`config.mk`:
```
export PLATFORM = sky130hd
export DESIGN_NAME = sapc_codec
export DESIGN_NICKNAME = d
export VERILOG_FILES = /design/src/common/sapc_pkg.sv /design/src/common/sapc_div_if.sv /design/src/hdl/sapc_div.sv /design/src/hdl/sapc_codec.sv
export SDC_FILE = /design/constraint.sdc
export NUM_CORES = 2
export LEC_CHECK = 0
export BUFFER_PORTS_ARGS = -buffer_cell sky130_fd_sc_hd__buf_2
export CORE_MARGIN = 4
export CORE_UTILIZATION = 50
export DETAILED_ROUTE_END_ITERATION = 10
export HOLD_SLACK_MARGIN = 0.06
export MAX_ROUTING_LAYER = met4
export PLACE_DENSITY = 0.71
export SYNTH_ARGS = -nofsm -noshare
export SYNTH_HDL_FRONTEND = slang
export SYNTH_SLANG_ARGS = --single-unit
```
`constraint.sdc`:
```
create_clock -name mclk_i -period 2.7 [get_ports mclk_i]
set_clock_uncertainty 0.2 [all_clocks]
set_input_delay 0 -clock mclk_i [delete_from_list [all_inputs] [get_ports mclk_i]]
set_output_delay 0 -clock mclk_i [all_outputs]
set_load 0.1 [all_outputs]
```
`src/common/sapc_pkg.sv`:
```
// constants, kinds and helper functions of the address/parity codec
package sapc_pkg;
    localparam logic [23:0] SAPC_GEN = 24'hfff409; // low 24 coefficients, x^24 implied
    localparam logic [23:0] SAPC_GEN_REV = 24'h205fff; // reciprocal, top term dropped
    localparam logic [6:0] SAPC_INFO_SHORT = 7'h20; // 32 info bits
    localparam logic [6:0] SAPC_INFO_LONG = 7'h58; // 88 info bits
    localparam logic [6:0] SAPC_PAR_LEN = 7'h18; // 24 parity bits
    localparam logic [23:0] SAPC_REM_RST = 24'h000000;
    localparam logic [4:0] SAPC_THR_RST = 5'h00;
    // overlay kinds
    localparam logic [1:0] SAPC_K_UPLINK = 2'h0;
    localparam logic [1:0] SAPC_K_REPLY = 2'h1;
    localparam logic [1:0] SAPC_K_DF11 = 2'h2;
    localparam logic [1:0] SAPC_K_BARE = 2'h3;
    // end-of-message outcomes
    localparam logic [1:0] SAPC_ST_OK = 2'h0;
    localparam logic [1:0] SAPC_ST_FIXED = 2'h1;
    localparam logic [1:0] SAPC_ST_BAD = 2'h2;

    // upper 24 bits of the 48-bit carry-less product address * generator
    function automatic logic [23:0] sapc_addr_mul_hi(input logic [23:0] a);
        logic [47:0] p;
        p = 48'h0;
        for (int i = 0; i < 24; i++)
        begin
            if (a[i])
                p = p ^ ({23'h0, 1'b1, SAPC_GEN} << i);
        end
        return p[47:24];
    endfunction

    // overlay pattern per kind; shared by encoder and checker
    function automatic logic [23:0] sapc_pattern(input logic [1:0] k, input logic [23:0] a,
                                                 input logic [2:0] cl, input logic [3:0] ic);
        case (k)
            SAPC_K_UPLINK: return sapc_addr_mul_hi(a);
            SAPC_K_REPLY: return a;
            SAPC_K_DF11: return {17'h0, cl, ic};
            default: return 24'h000000;
        endcase
    endfunction

    function automatic logic [23:0] sapc_rev24(input logic [23:0] v);
        logic [23:0] r;
        r = 24'h0;
        for (int i = 0; i < 24; i++)
            r[i] = v[23 - i];
        return r;
    endfunction
endpackage

```
`src/common/sapc_div_if.sv`:
```
// control and remainder bundle between codec and its serial divider
`timescale 1ns/10ps
interface sapc_div_if;
    logic clr; // zero the remainder
    logic step; // advance one bit
    logic feed; // 1: divide with din, 0: plain shift out
    logic din; // next message bit
    logic [23:0] rem; // running remainder
    modport ctl (output clr, output step, output feed, output din, input rem);
    modport div (input clr, input step, input feed, input din, output rem);
endinterface

```
`src/hdl/sapc_div.sv`:
```
// serial 24-stage premultiplied divider by the generator polynomial
`timescale 1ns/10ps
module sapc_div
    import sapc_pkg::*;
(
    input wire logic mclk_i,
    input wire logic arst_n_i,
    sapc_div_if.div d
);
    logic [23:0] rem_q; // remainder stages
    logic [23:0] rem_d;
    logic fb; // feedback term

    // din enters at the top, which is the same as appending 24 zeros
    assign fb = d.feed & (rem_q[23] ^ d.din);
    assign rem_d = d.clr ? SAPC_REM_RST
                 : !d.step ? rem_q
                 : ({rem_q[22:0], 1'b0} ^ (fb ? SAPC_GEN : 24'h000000));
    assign d.rem = rem_q;

    // remainder register
    always_ff @(posedge mclk_i or negedge arst_n_i)
    begin
        if (!arst_n_i)
            rem_q <= SAPC_REM_RST;
        else
            rem_q <= rem_d;
    end
endmodule

```
`src/hdl/sapc_codec.sv`:
```
// address/parity encoder, checker and burst corrector for 56/112-bit messages
`timescale 1ns/10ps
module sapc_codec
    import sapc_pkg::*;
(
    input wire logic mclk_i,
    input wire logic arst_n_i,
    // transmit request
    input wire logic tx_start_i,
    input wire logic tx_long_i,
    input wire logic [87:0] tx_info_i,
    input wire logic [1:0] tx_kind_i,
    input wire logic [23:0] tx_addr_i,
    input wire logic [2:0] tx_cl_i,
    input wire logic [3:0] tx_ic_i,
    // transmit bit stream
    output logic tx_busy_o,
    output logic tx_valid_o,
    output logic tx_bit_o,
    output logic tx_last_o,
    // receive set-up
    input wire logic rx_start_i,
    input wire logic rx_long_i,
    input wire logic [1:0] rx_kind_i,
    input wire logic [23:0] rx_addr_i,
    input wire logic [2:0] rx_cl_i,
    input wire logic [3:0] rx_ic_i,
    input wire logic [4:0] rx_thr_i,
    // receive bit stream
    input wire logic rx_valid_i,
    input wire logic rx_bit_i,
    input wire logic rx_lowconf_i,
    // result towards the message buffer
    output logic rx_busy_o,
    output logic rx_done_o,
    output logic [1:0] rx_stat_o,
    output logic [111:0] rx_msg_o,
    output logic [23:0] rx_syn_o
);
    typedef enum logic [2:0] {E_IDLE = 3'b001, E_INFO = 3'b010, E_PAR = 3'b100} sapc_enc_t;
    typedef enum logic [3:0] {D_IDLE = 4'b0001, D_RX = 4'b0010, D_CHK = 4'b0100,
                              D_FIX = 4'b1000} sapc_dec_t;

    sapc_div_if enc_if ();
    sapc_div_if dec_if ();

    // encoder state
    sapc_enc_t e_q; // encoder phase
    logic [87:0] info_q; // info bits, next one at the top
    logic [23:0] epat_q; // overlay pattern, next bit at the top
    logic [6:0] ecnt_q; // bits left in the phase
    logic tx_busy_q;
    logic tx_valid_q;
    logic tx_bit_q;
    logic tx_last_q;
    // decoder state
    sapc_dec_t d_q; // decoder phase
    logic [111:0] msg_q; // received bits, last one at bit 0
    logic [111:0] conf_q; // low-confidence marks, same layout
    logic [111:0] cw_q; // confidence copy that slides right
    logic [23:0] der_q; // received field xor computed parity
    logic [23:0] exp_q; // expected pattern
    logic [23:0] rs_q; // bit-reversed working syndrome
    logic [23:0] syn_q; // initial syndrome
    logic [6:0] ilen_q; // info length
    logic [6:0] rcnt_q; // bits received
    logic [6:0] k_q; // current slide offset
    logic [6:0] lim_q; // last legal offset
    logic [4:0] win_q; // low marks in the last 24 bits
    logic [4:0] thr_q; // refusal threshold
    logic over_q; // some window exceeded threshold
    logic up_q; // uplink check: no correction
    logic rx_busy_q;
    logic rx_done_q;
    logic [1:0] rx_stat_q;
    logic [111:0] rx_msg_q;

    // decode and helper nets
    logic e_go;
    logic e_info_end;
    logic e_par_end;
    logic d_go;
    logic d_take;
    logic d_in_info;
    logic d_last;
    logic [4:0] win_d;
    logic [23:0] syn_now;
    logic [23:0] s_cur;
    logic fix_hit;
    logic fix_end;
    logic [23:0] rs_next;
    logic [111:0] fix_mask;

    sapc_div u_enc_div (
        .mclk_i(mclk_i),
        .arst_n_i(arst_n_i),
        .d(enc_if.div)
    );
    sapc_div u_dec_div (
        .mclk_i(mclk_i),
        .arst_n_i(arst_n_i),
        .d(dec_if.div)
    );

    // encoder control; new requests ignored while busy
    assign e_go = (e_q == E_IDLE) & tx_start_i;
    assign e_info_end = (e_q == E_INFO) & (ecnt_q == 7'h01);
    assign e_par_end = (e_q == E_PAR) & (ecnt_q == 7'h01);
    assign enc_if.clr = e_go;
    assign enc_if.step = (e_q == E_INFO) | (e_q == E_PAR);
    assign enc_if.feed = (e_q == E_INFO);
    assign enc_if.din = info_q[87];

    // encoder phase sequencing
    always_ff @(posedge mclk_i or negedge arst_n_i)
    begin
        if (!arst_n_i)
        begin
            e_q <= E_IDLE;
            ecnt_q <= 7'h00;
        end
        else
        begin
            case (e_q)
                E_IDLE:
                begin
                    e_q <= e_go ? E_INFO : E_IDLE;
                    ecnt_q <= tx_long_i ? SAPC_INFO_LONG : SAPC_INFO_SHORT;
                end
                E_INFO:
                begin
                    e_q <= e_info_end ? E_PAR : E_INFO;
                    ecnt_q <= e_info_end ? SAPC_PAR_LEN : ecnt_q - 7'h01;
                end
                E_PAR:
                begin
                    e_q <= e_par_end ? E_IDLE : E_PAR;
                    ecnt_q <= ecnt_q - 7'h01;
                end
                default:
                begin
                    e_q <= E_IDLE;
                    ecnt_q <= 7'h00;
                end
            endcase
        end
    end

    // encoder data: info bits left aligned, msb sent first
    always_ff @(posedge mclk_i or negedge arst_n_i)
    begin
        if (!arst_n_i)
        begin
            info_q <= 88'h0;
            epat_q <= 24'h000000;
        end
        else if (e_go)
        begin
            info_q <= tx_long_i ? tx_info_i : {tx_info_i[31:0], 56'h0};
            epat_q <= sapc_pattern(tx_kind_i, tx_addr_i, tx_cl_i, tx_ic_i);
        end
        else if (e_q == E_INFO)
            info_q <= {info_q[86:0], 1'b0};
        else if (e_q == E_PAR)
            epat_q <= {epat_q[22:0], 1'b0};
    end

    // serial output register: info unchanged, then parity xor overlay
    always_ff @(posedge mclk_i or negedge arst_n_i)
    begin
        if (!arst_n_i)
        begin
            tx_busy_q <= 1'b0;
            tx_valid_q <= 1'b0;
            tx_bit_q <= 1'b0;
            tx_last_q <= 1'b0;
        end
        else
        begin
            tx_busy_q <= e_go | ((e_q != E_IDLE) & !e_par_end);
            tx_valid_q <= enc_if.step;
            tx_bit_q <= (e_q == E_INFO) ? info_q[87]
                      : (enc_if.rem[23] ^ epat_q[23]) & (e_q == E_PAR);
            tx_last_q <= e_par_end;
        end
    end

    // decoder decode
    assign d_go = (d_q == D_IDLE) & rx_start_i;
    assign d_take = (d_q == D_RX) & rx_valid_i;
    assign d_in_info = rcnt_q < ilen_q;
    assign d_last = d_take & (rcnt_q == ilen_q + SAPC_PAR_LEN - 7'h01);
    assign dec_if.clr = d_go;
    assign dec_if.step = d_take;
    assign dec_if.feed = d_in_info;
    assign dec_if.din = rx_bit_i;
    // sliding count of low marks; the bit leaving the window is conf_q[23]
    assign win_d = win_q + {4'h0, rx_lowconf_i} - {4'h0, conf_q[23]};
    assign syn_now = der_q ^ exp_q;
    assign s_cur = sapc_rev24(rs_q);
    assign fix_hit = ~|(s_cur & ~cw_q[23:0]);
    assign fix_end = k_q == lim_q;
    assign rs_next = {rs_q[22:0], 1'b0} ^ (rs_q[23] ? SAPC_GEN_REV : 24'h000000);
    // variable shifter only used once per message on a hit
    assign fix_mask = {88'h0, s_cur} << k_q;

    // receive capture: message, confidence, window count, derived field
    always_ff @(posedge mclk_i or negedge arst_n_i)
    begin
        if (!arst_n_i)
        begin
            msg_q <= 112'h0;
            conf_q <= 112'h0;
            der_q <= 24'h000000;
            rcnt_q <= 7'h00;
            win_q <= 5'h00;
            over_q <= 1'b0;
        end
        else if (d_go)
        begin
            msg_q <= 112'h0;
            conf_q <= 112'h0;
            der_q <= 24'h000000;
            rcnt_q <= 7'h00;
            win_q <= 5'h00;
            over_q <= 1'b0;
        end
        else if (d_take)
        begin
            msg_q <= {msg_q[110:0], rx_bit_i};
            conf_q <= {conf_q[110:0], rx_lowconf_i};
            rcnt_q <= rcnt_q + 7'h01;
            win_q <= win_d;
            over_q <= over_q | (win_d > thr_q);
            if (!d_in_info)
                der_q <= {der_q[22:0], rx_bit_i ^ dec_if.rem[23]};
        end
    end

    // checker and corrector sequencing
    always_ff @(posedge mclk_i or negedge arst_n_i)
    begin
        if (!arst_n_i)
        begin
            d_q <= D_IDLE;
            ilen_q <= SAPC_INFO_SHORT;
            lim_q <= 7'h00;
            exp_q <= 24'h000000;
            thr_q <= SAPC_THR_RST;
            up_q <= 1'b0;
            syn_q <= 24'h000000;
            rs_q <= 24'h000000;
            cw_q <= 112'h0;
            k_q <= 7'h00;
            rx_done_q <= 1'b0;
            rx_stat_q <= SAPC_ST_OK;
            rx_msg_q <= 112'h0;
        end
        else
        begin
            rx_done_q <= 1'b0;
            case (d_q)
                D_IDLE:
                begin
                    if (d_go)
                    begin
                        d_q <= D_RX;
                        ilen_q <= rx_long_i ? SAPC_INFO_LONG : SAPC_INFO_SHORT;
                        lim_q <= rx_long_i ? SAPC_INFO_LONG : SAPC_INFO_SHORT;
                        exp_q <= sapc_pattern(rx_kind_i, rx_addr_i, rx_cl_i, rx_ic_i);
                        thr_q <= rx_thr_i;
                        up_q <= rx_kind_i == SAPC_K_UPLINK;
                    end
                end
                D_RX:
                    d_q <= d_last ? D_CHK : D_RX;
                D_CHK:
                begin
                    syn_q <= syn_now;
                    rs_q <= sapc_rev24(syn_now);
                    cw_q <= conf_q;
                    k_q <= 7'h00;
                    if (syn_now == 24'h000000)
                    begin
                        d_q <= D_IDLE;
                        rx_done_q <= 1'b1;
                        rx_stat_q <= SAPC_ST_OK;
                        rx_msg_q <= msg_q;
                    end
                    else if (up_q | over_q)
                    begin
                        d_q <= D_IDLE;
                        rx_done_q <= 1'b1;
                        rx_stat_q <= SAPC_ST_BAD;
                        rx_msg_q <= msg_q;
                    end
                    else
                        d_q <= D_FIX;
                end
                D_FIX:
                begin
                    if (fix_hit)
                    begin
                        d_q <= D_IDLE;
                        rx_done_q <= 1'b1;
                        rx_stat_q <= SAPC_ST_FIXED;
                        rx_msg_q <= msg_q ^ fix_mask;
                    end
                    else if (fix_end)
                    begin
                        d_q <= D_IDLE;
                        rx_done_q <= 1'b1;
                        rx_stat_q <= SAPC_ST_BAD;
                        rx_msg_q <= msg_q;
                    end
                    else
                    begin
                        rs_q <= rs_next;
                        cw_q <= {1'b0, cw_q[111:1]};
                        k_q <= k_q + 7'h01;
                    end
                end
                default:
                    d_q <= D_IDLE;
            endcase
        end
    end

    // busy flag registered so the output stays a flop
    always_ff @(posedge mclk_i or negedge arst_n_i)
    begin
        if (!arst_n_i)
            rx_busy_q <= 1'b0;
        else
            rx_busy_q <= d_go | ((d_q != D_IDLE) & !rx_done_q & !((d_q == D_FIX) & (fix_hit | fix_end))
                         & !((d_q == D_CHK) & ((syn_now == 24'h000000) | up_q | over_q)));
    end

    assign tx_busy_o = tx_busy_q;
    assign tx_valid_o = tx_valid_q;
    assign tx_bit_o = tx_bit_q;
    assign tx_last_o = tx_last_q;
    assign rx_busy_o = rx_busy_q;
    assign rx_done_o = rx_done_q;
    assign rx_stat_o = rx_stat_q;
    assign rx_msg_o = rx_msg_q;
    assign rx_syn_o = syn_q;
endmodule

```
Word-level counts from Yosys, hierarchy flattened

Cells that the tools add are included.

Bits in registers: 766
Input bits: 168
Output and inout bits: 144
Word-level logic and storage cells: 393

Add/subtract/negate cells: 7
$lt $le $gt $ge: 2
Equal/unequal tests: 23
Shift operators: 1
Muxes and demuxes: 231
Bitwise operators: 79
Reduce and logical (&&, ||, !) cells: 20

Operators by type and width:

| cell                              | count |
|---|---|
| 2-to-1 mux 48 bit                 | 117 |
| 2-to-1 mux 112 bit                | 10 |
| NOT 16 bit                        | 46 |
| case mux 112 bit (2 select lines) | 2 |
| 2-to-1 mux 24 bit                 | 14 |
| 2-to-1 mux 88 bit                 | 3 |
| case mux 24 bit (3 select lines)  | 2 |
| left shift 24 x 7 -> 112 bit      | 1 |
| XOR 112 bit                       | 1 |
| 2-to-1 mux 47 bit                 | 2 |
| 2-to-1 mux 46 bit                 | 2 |
| 2-to-1 mux 45 bit                 | 2 |
| 2-to-1 mux 44 bit                 | 2 |
| 2-to-1 mux 43 bit                 | 2 |
| 2-to-1 mux 42 bit                 | 2 |
| 2-to-1 mux 41 bit                 | 2 |
| 2-to-1 mux 40 bit                 | 2 |
| 2-to-1 mux 39 bit                 | 2 |
| 2-to-1 mux 38 bit                 | 2 |
| 2-to-1 mux 37 bit                 | 2 |
| 2-to-1 mux 36 bit                 | 2 |
| XOR 24 bit                        | 3 |
| 2-to-1 mux 35 bit                 | 2 |
| 2-to-1 mux 34 bit                 | 2 |
| other kinds (58)                  | 136 |

Logic depth before layout (Yosys ltp)

Depth after elaboration: 117
Gate-level depth with buffers: 14
Mapped depth without buffers: 13

Cells and area by module

A second synthesis with hierarchy kept.

Cell total of the unflattened synthesis: 3618
Area total of the unflattened synthesis: 37238.2 um2

By module, submodules not included:

| module     | times used | cells each | area an instance (um2) | sequential area each (um2) |
|---|---|---|---|---|
| sapc_codec | 1          | 3382       | 34875.9                | 17695.7 |
| sapc_div   | 2          | 118        | 1181.1                 | 600.6 |

Worst setup path before layout

Ideal clock, no wire load.

Path kind: register to register
From: register conf_q[23]
To: register over_q
Library setup time: 0.065 ns
Arrival time: 2.594 ns
Required time: 2.435 ns
Path slack: -0.159 ns
Cell stages (with the launch flop): 12
Path buffers: 0
Period minus slack after synthesis: 2.859 ns
Cells stage by stage: dfrtp_1 > ha_1 > inv_1 > ha_1 > fa_1 > a21o_1 > a21oi_1 > xnor2_1 > ha_1 > and3_1 > a311oi_1 > o21a_1

Word-level cells in the longest chain between the ends: 5

Ends and longest elaborated chain:

| element                       | RTL line          | RTL |
|---|---|---|
| start, declared               | sapc_codec.sv:59  | `logic [111:0] conf_q;` |
| start signal, assigned        | sapc_codec.sv:231 | `conf_q <= {conf_q[110:0], rx_lowconf_i};` |
| subtractor 5 x 1 -> 5 bit     | sapc_codec.sv:198 | `assign win_d = win_q + {4'h0, rx_lowconf_i} - {4'h0, conf_q[23]};` |
| greater-than comparator 5 bit | sapc_codec.sv:234 | `over_q <= over_q \| (win_d > thr_q);` |
| OR 1 bit                      | sapc_codec.sv:234 |  |
| 2-to-1 mux 1 bit              | sapc_codec.sv:228 | `else if (d_take)` |
| 2-to-1 mux 1 bit              | sapc_codec.sv:219 | `else if (d_go)` |
| end signal, assigned          | sapc_codec.sv:234 |  |
| end, declared                 | sapc_codec.sv:71  | `logic over_q;` |

No other way between the ends. The select of a mux whose other input is x is not followed.
A chain may end at the register's enable or synchronous reset.

Final worst setup path

From: register k_q[1]
To: register rx_msg_q[23] (netlist: rx_msg_o[23])

Word-level cells in the longest chain between the ends: 4
Elaborated cells between the ends (all ways): 7
Classes of those cells: eq/ne (2); shift (1); mux (2); bitwise (1); reduce/logical (1)

Ends and longest elaborated chain:

| element                           | RTL line          | RTL |
|---|---|---|
| start, declared                   | sapc_codec.sv:67  | `logic [6:0] k_q;` |
| start signal, assigned            | sapc_codec.sv:320 | `k_q <= k_q + 7'h01;` |
| left shift 24 x 7 -> 112 bit      | sapc_codec.sv:205 | `assign fix_mask = {88'h0, s_cur} << k_q;` |
| XOR 112 bit                       | sapc_codec.sv:307 | `rx_msg_q <= msg_q ^ fix_mask;` |
| 2-to-1 mux 112 bit                | sapc_codec.sv:302 | `if (fix_hit)` |
| case mux 112 bit (2 select lines) | sapc_codec.sv:262 | `case (d_q)` |
| end signal, assigned              | sapc_codec.sv:295 | `rx_msg_q <= msg_q;` |
| end signal, assigned              | sapc_codec.sv:307 |  |
| end signal, assigned              | sapc_codec.sv:314 | `rx_msg_q <= msg_q;` |
| end, declared                     | sapc_codec.sv:76  | `logic [111:0] rx_msg_q;` |

Several ways; a longest one is shown, not always the timed one.

==> impl_metrics.csv <==
group,metric,value,unit
finish,final_nets,4754,
synth,synth_top_cell_by_area,"dfrtp_1",
placed_design,place.gp.congestion,1.026,
grt,grt_pass1_vias,33130,
drt,wl_per_cell,22.77,µm
power,powerDensity,698.0,mW/mm²
synth,netlist.area_leader.share,50.58,%
critical_path,cp_data_arrival_time,3200,ps
drt,route.detailed.drc,0,
sta,finalHoldViolations,0,
clock_network,clockBufferDepth,3,
power,ir_drop,586.5,µV
clock_network,root_buffer,"clkbuf_16",
floorplanning,die_w,280.8,µm
clock_network,clock_sinks,755,
placed_design,dp_hpwl,71010,µm
synth,yosys.cell_types.count,96,
sta,rsz0062_at_grt,"yes",
drt,routed_wl,127400,µm
sta,fmax,345.7,MHz
drt,drtIter0Drc,3912,
power,p_switching,11800,µW
synth,ys_seq_area_share,50.79,%
placed_design,placedCellCount,5001,
grt,antenna_found_initial,9,
sta,min_period,2893,ps
critical_path,endpoint_kind,"flip-flop",
synth,syn-num-nets,3890,
power,comb_power_share,28.5,%
drt,drtAntennaViolNets,0,
run,drv_cap,0,
power,finalPower,36220,µW
placed_design,port_buffers,311,
outcome,violations,"setup timing",
sta,max_slew.worst_pin.slew,951.8,ps
floorplanning,initial_core_util,50.74,%
power,intPower,24420,µW
floorplanning,core,0.07333,mm²
grt,grt_max_degree,118,
clock_network,h-tree-depth,3,
grt,overflow,0,
clock_network,cts_buffers,80,
power,p_sw_share,32.59,%
finish,stdcell_count,5596,
power,leakagePower,0.02315,µW
drt,drtPass1Iterations,7,
synth,synthFlopType,"dfrtp_1",
synth,avgSynthCellArea,10.05,µm²
critical_path,critical_path_required,3010,ps
sta,finalSetupViolations,61,
clock_network,clk_latency,630,ps
drt,viasPerCell,6.113,
finish,fin_util,70.76,%
power,p_clk_share,32.4,%
sta,slew_violations,0,
drt,num_vias,34210,
synth,synth_area,0.03721,mm²
finish,stdcell_area,0.05189,mm²
clock_network,cts_tree,"done",
synth,async_flop_share,100.0,%
synth,yosys_warnings,0,
outcome,status,"finished with violations",
clock_network,path_clk_slew,70,ps
grt,grt_usage,30.74,%
critical_path,start_kind,"flip-flop",
grt,grt_pass1_wl,187400,µm
finish,drive_gt1_share,27.91,%
floorplanning,io_pins,312,
sta,final.setup.worst_slack,-192.9,ps
critical_path,critPathSlowestCell,"mux4_2",
critical_path,cp_max_fo,7,
finish,area_delta_synth_final,39.46,%
critical_path,max_stage_delay,520,ps
synth,synth_edf_count,0,
synth,synth_area_leaders,"dfrtp_1 51%, nand2_1 6.4%, a22o_1 5.5%",
placed_design,place_area,0.04182,mm²
power,p_seq_share,39.1,%
synth,synth-seq-cells,755,
synth,syn-instance-count,3701,
floorplanning,row_count,99,
critical_path,crit_type,"flip-flop to flip-flop",
sta,timing.final.crit_share,107.1,%
floorplanning,fp.dieArea,0.07884,mm²
critical_path,path_cells,"clkbuf_16 > buf_6 > mux4_2 > mux2_4 > mux2i_4 > a2bb2oi_2 > buf_6 > nor3_4 > xnor2_1 > o21ai_1",
critical_path,cpMostUsedCell,"buf_6",
floorplanning,fp.dieH,280.8,µm
min_path,hold_path.class,"input port to flip-flop",
sta,max_slew_margin,36.31,%
==> logic make-up after synthesis <==
logic type                 after synthesis  synth area share, %
AOI/OAI and AO/OA                      956                17.60
xor gates and xnor gates               319                8.387
adders and majority gates               21               0.7264
buffers and inverters                  335                3.793
DFF                                    755                50.79
muxes                                  147                5.128
and+or+nand+nor                       1168                13.58
==> repair_timing <==
| item | 4_1_cts | 5_1_grt |
|---|---|---|
| hold endpoints to repair | 1068 | 1 |
| resized for setup | 90 | 467 |
| setup endpoints to repair | 199 | 286 |
| buffers inserted | 15 | 61 |
| pin swaps | 28 | 220 |
| cloned | 3 | 27 |
| hold buffers | 344 | 1 |
==> worst max-delay path: cells and delay by family, from the launching register on <==
kind,cells,cell delay (ps)
buffers and inverters,3,460
muxes,3,1060
AOI/OAI and AO/OA,2,280
xor gates and xnor gates,1,220
DFF,1,510
and+or+nand+nor,1,40
==> layout by cell type, fill, tap and decap left out, types with 125 or more instances in the layout <==
| master | count |
|---|---|
| dfrtp_1 | 742 |
| nand2_1 | 585 |
| dlygate4sd3_1 | 341 |
| buf_2 | 307 |
| nor2_1 | 279 |
| buf_4 | 275 |
| a22o_1 | 234 |
| xnor2_1 | 176 |
| a31oi_1 | 174 |
| a21oi_1 | 125 |
==> cell type report <==
| type | count | area [µm²] |
|---|---|---|
| timing repair buffer | 1071 | 9508 |
| multi-input combinational | 2612 | 19260 |
| clock inverter | 28 | 390.4 |
| sequential | 755 | 18910 |
| inverter | 44 | 180.2 |
| fill | 4792 | 21440 |
| antenna | 11 | 27.53 |
| timing repair inverter | 1 | 6.256 |
| tap | 959 | 1200 |
| clock buffer | 115 | 2411 |
==> Yosys cell counts, drive strengths merged, types with 23 or more instances <==
| library cell | n |
|---|---|
| nand2 | 633 |
| o21ai | 224 |
| buf | 76 |
| mux2i | 92 |
| nor3 | 40 |
| dfrtp | 752 |
| mux4 | 32 |
| clkbuf | 215 |
| a21oi | 136 |
| a22o | 235 |
| inv | 40 |
| nor4 | 26 |
| xnor2 | 220 |
| xor2 | 79 |
| nor2 | 308 |
| a31oi | 175 |
| a221o | 33 |
| o22ai | 24 |
| nand3 | 52 |
| mux2 | 23 |
==> through the flow <==
step           TNS [ps]  hold WS [ps]  setup WS, ps
2_1_floorplan    -11.71        -495.6        -11.71
3_3_place_gp      -2182        -253.1        -175.3
3_5_place_dp      -8743        -254.0        -258.8
4_1_cts          -685.5         60.18        -114.4
5_1_grt           -9770         113.3        -262.8
6_report          -4050         99.44        -192.9
==> flip-flops by register name (all words and copies together), names as in the netlist, 24 cells and up <==
name             count
conf_q             112
cw_q               112
msg_q              112
rx_msg_o           112
info_q              88
der_q               24
epat_q              24
exp_q               24
rs_q                24
rx_syn_o            24
u_dec_div.d.rem     24
u_enc_div.d.rem     24
==> path summary, 6_finish.rpt <==
kind / startpoint / end / slack, ps / depth (start not counted)
worst max-delay path: k_q[1]$_DFFE_PN0P_ / rx_msg_o[23]$_DFFE_PN0P_ / -190 / 10
worst min-delay path: rx_cl_i[1] / exp_q[5]$_DFFE_PN0P_ / 100 / 4
worst max register to register: k_q[1]$_DFFE_PN0P_ / rx_msg_o[23]$_DFFE_PN0P_ / -190 / 10
worst min register to register: u_enc_div.d.rem[1]$_DFFE_PN0P_ / u_enc_div.d.rem[2]$_DFFE_PN0P_ / 270 / 2
max in group asynchronous: arst_n_i / info_q[7]$_DFFE_PN0P_ / 1100 / 5
min in group asynchronous: arst_n_i / rx_msg_o[60]$_DFFE_PN0P_ / 410 / 4
==> power groups by stage <==
stage               registers [µW]  clock network (µW)  logic (µW)
floorplan                    14100                   0        5580
global placement             14100                   0        8350
detailed placement           14100                   0        8480
CTS                          14000               11800        9280
global route                 14300               12400       11200
finish                       14200               11700       10300
==> metal layers <==
layer / wire length, µm / global-route usage, %
met1: 50270 / 39.90
met2: 59580 / 47.14
met3: 9050 / 4.793
met4: 8504 / 15.89
met5: 0 / -
(Power assumes the default switching activity.)
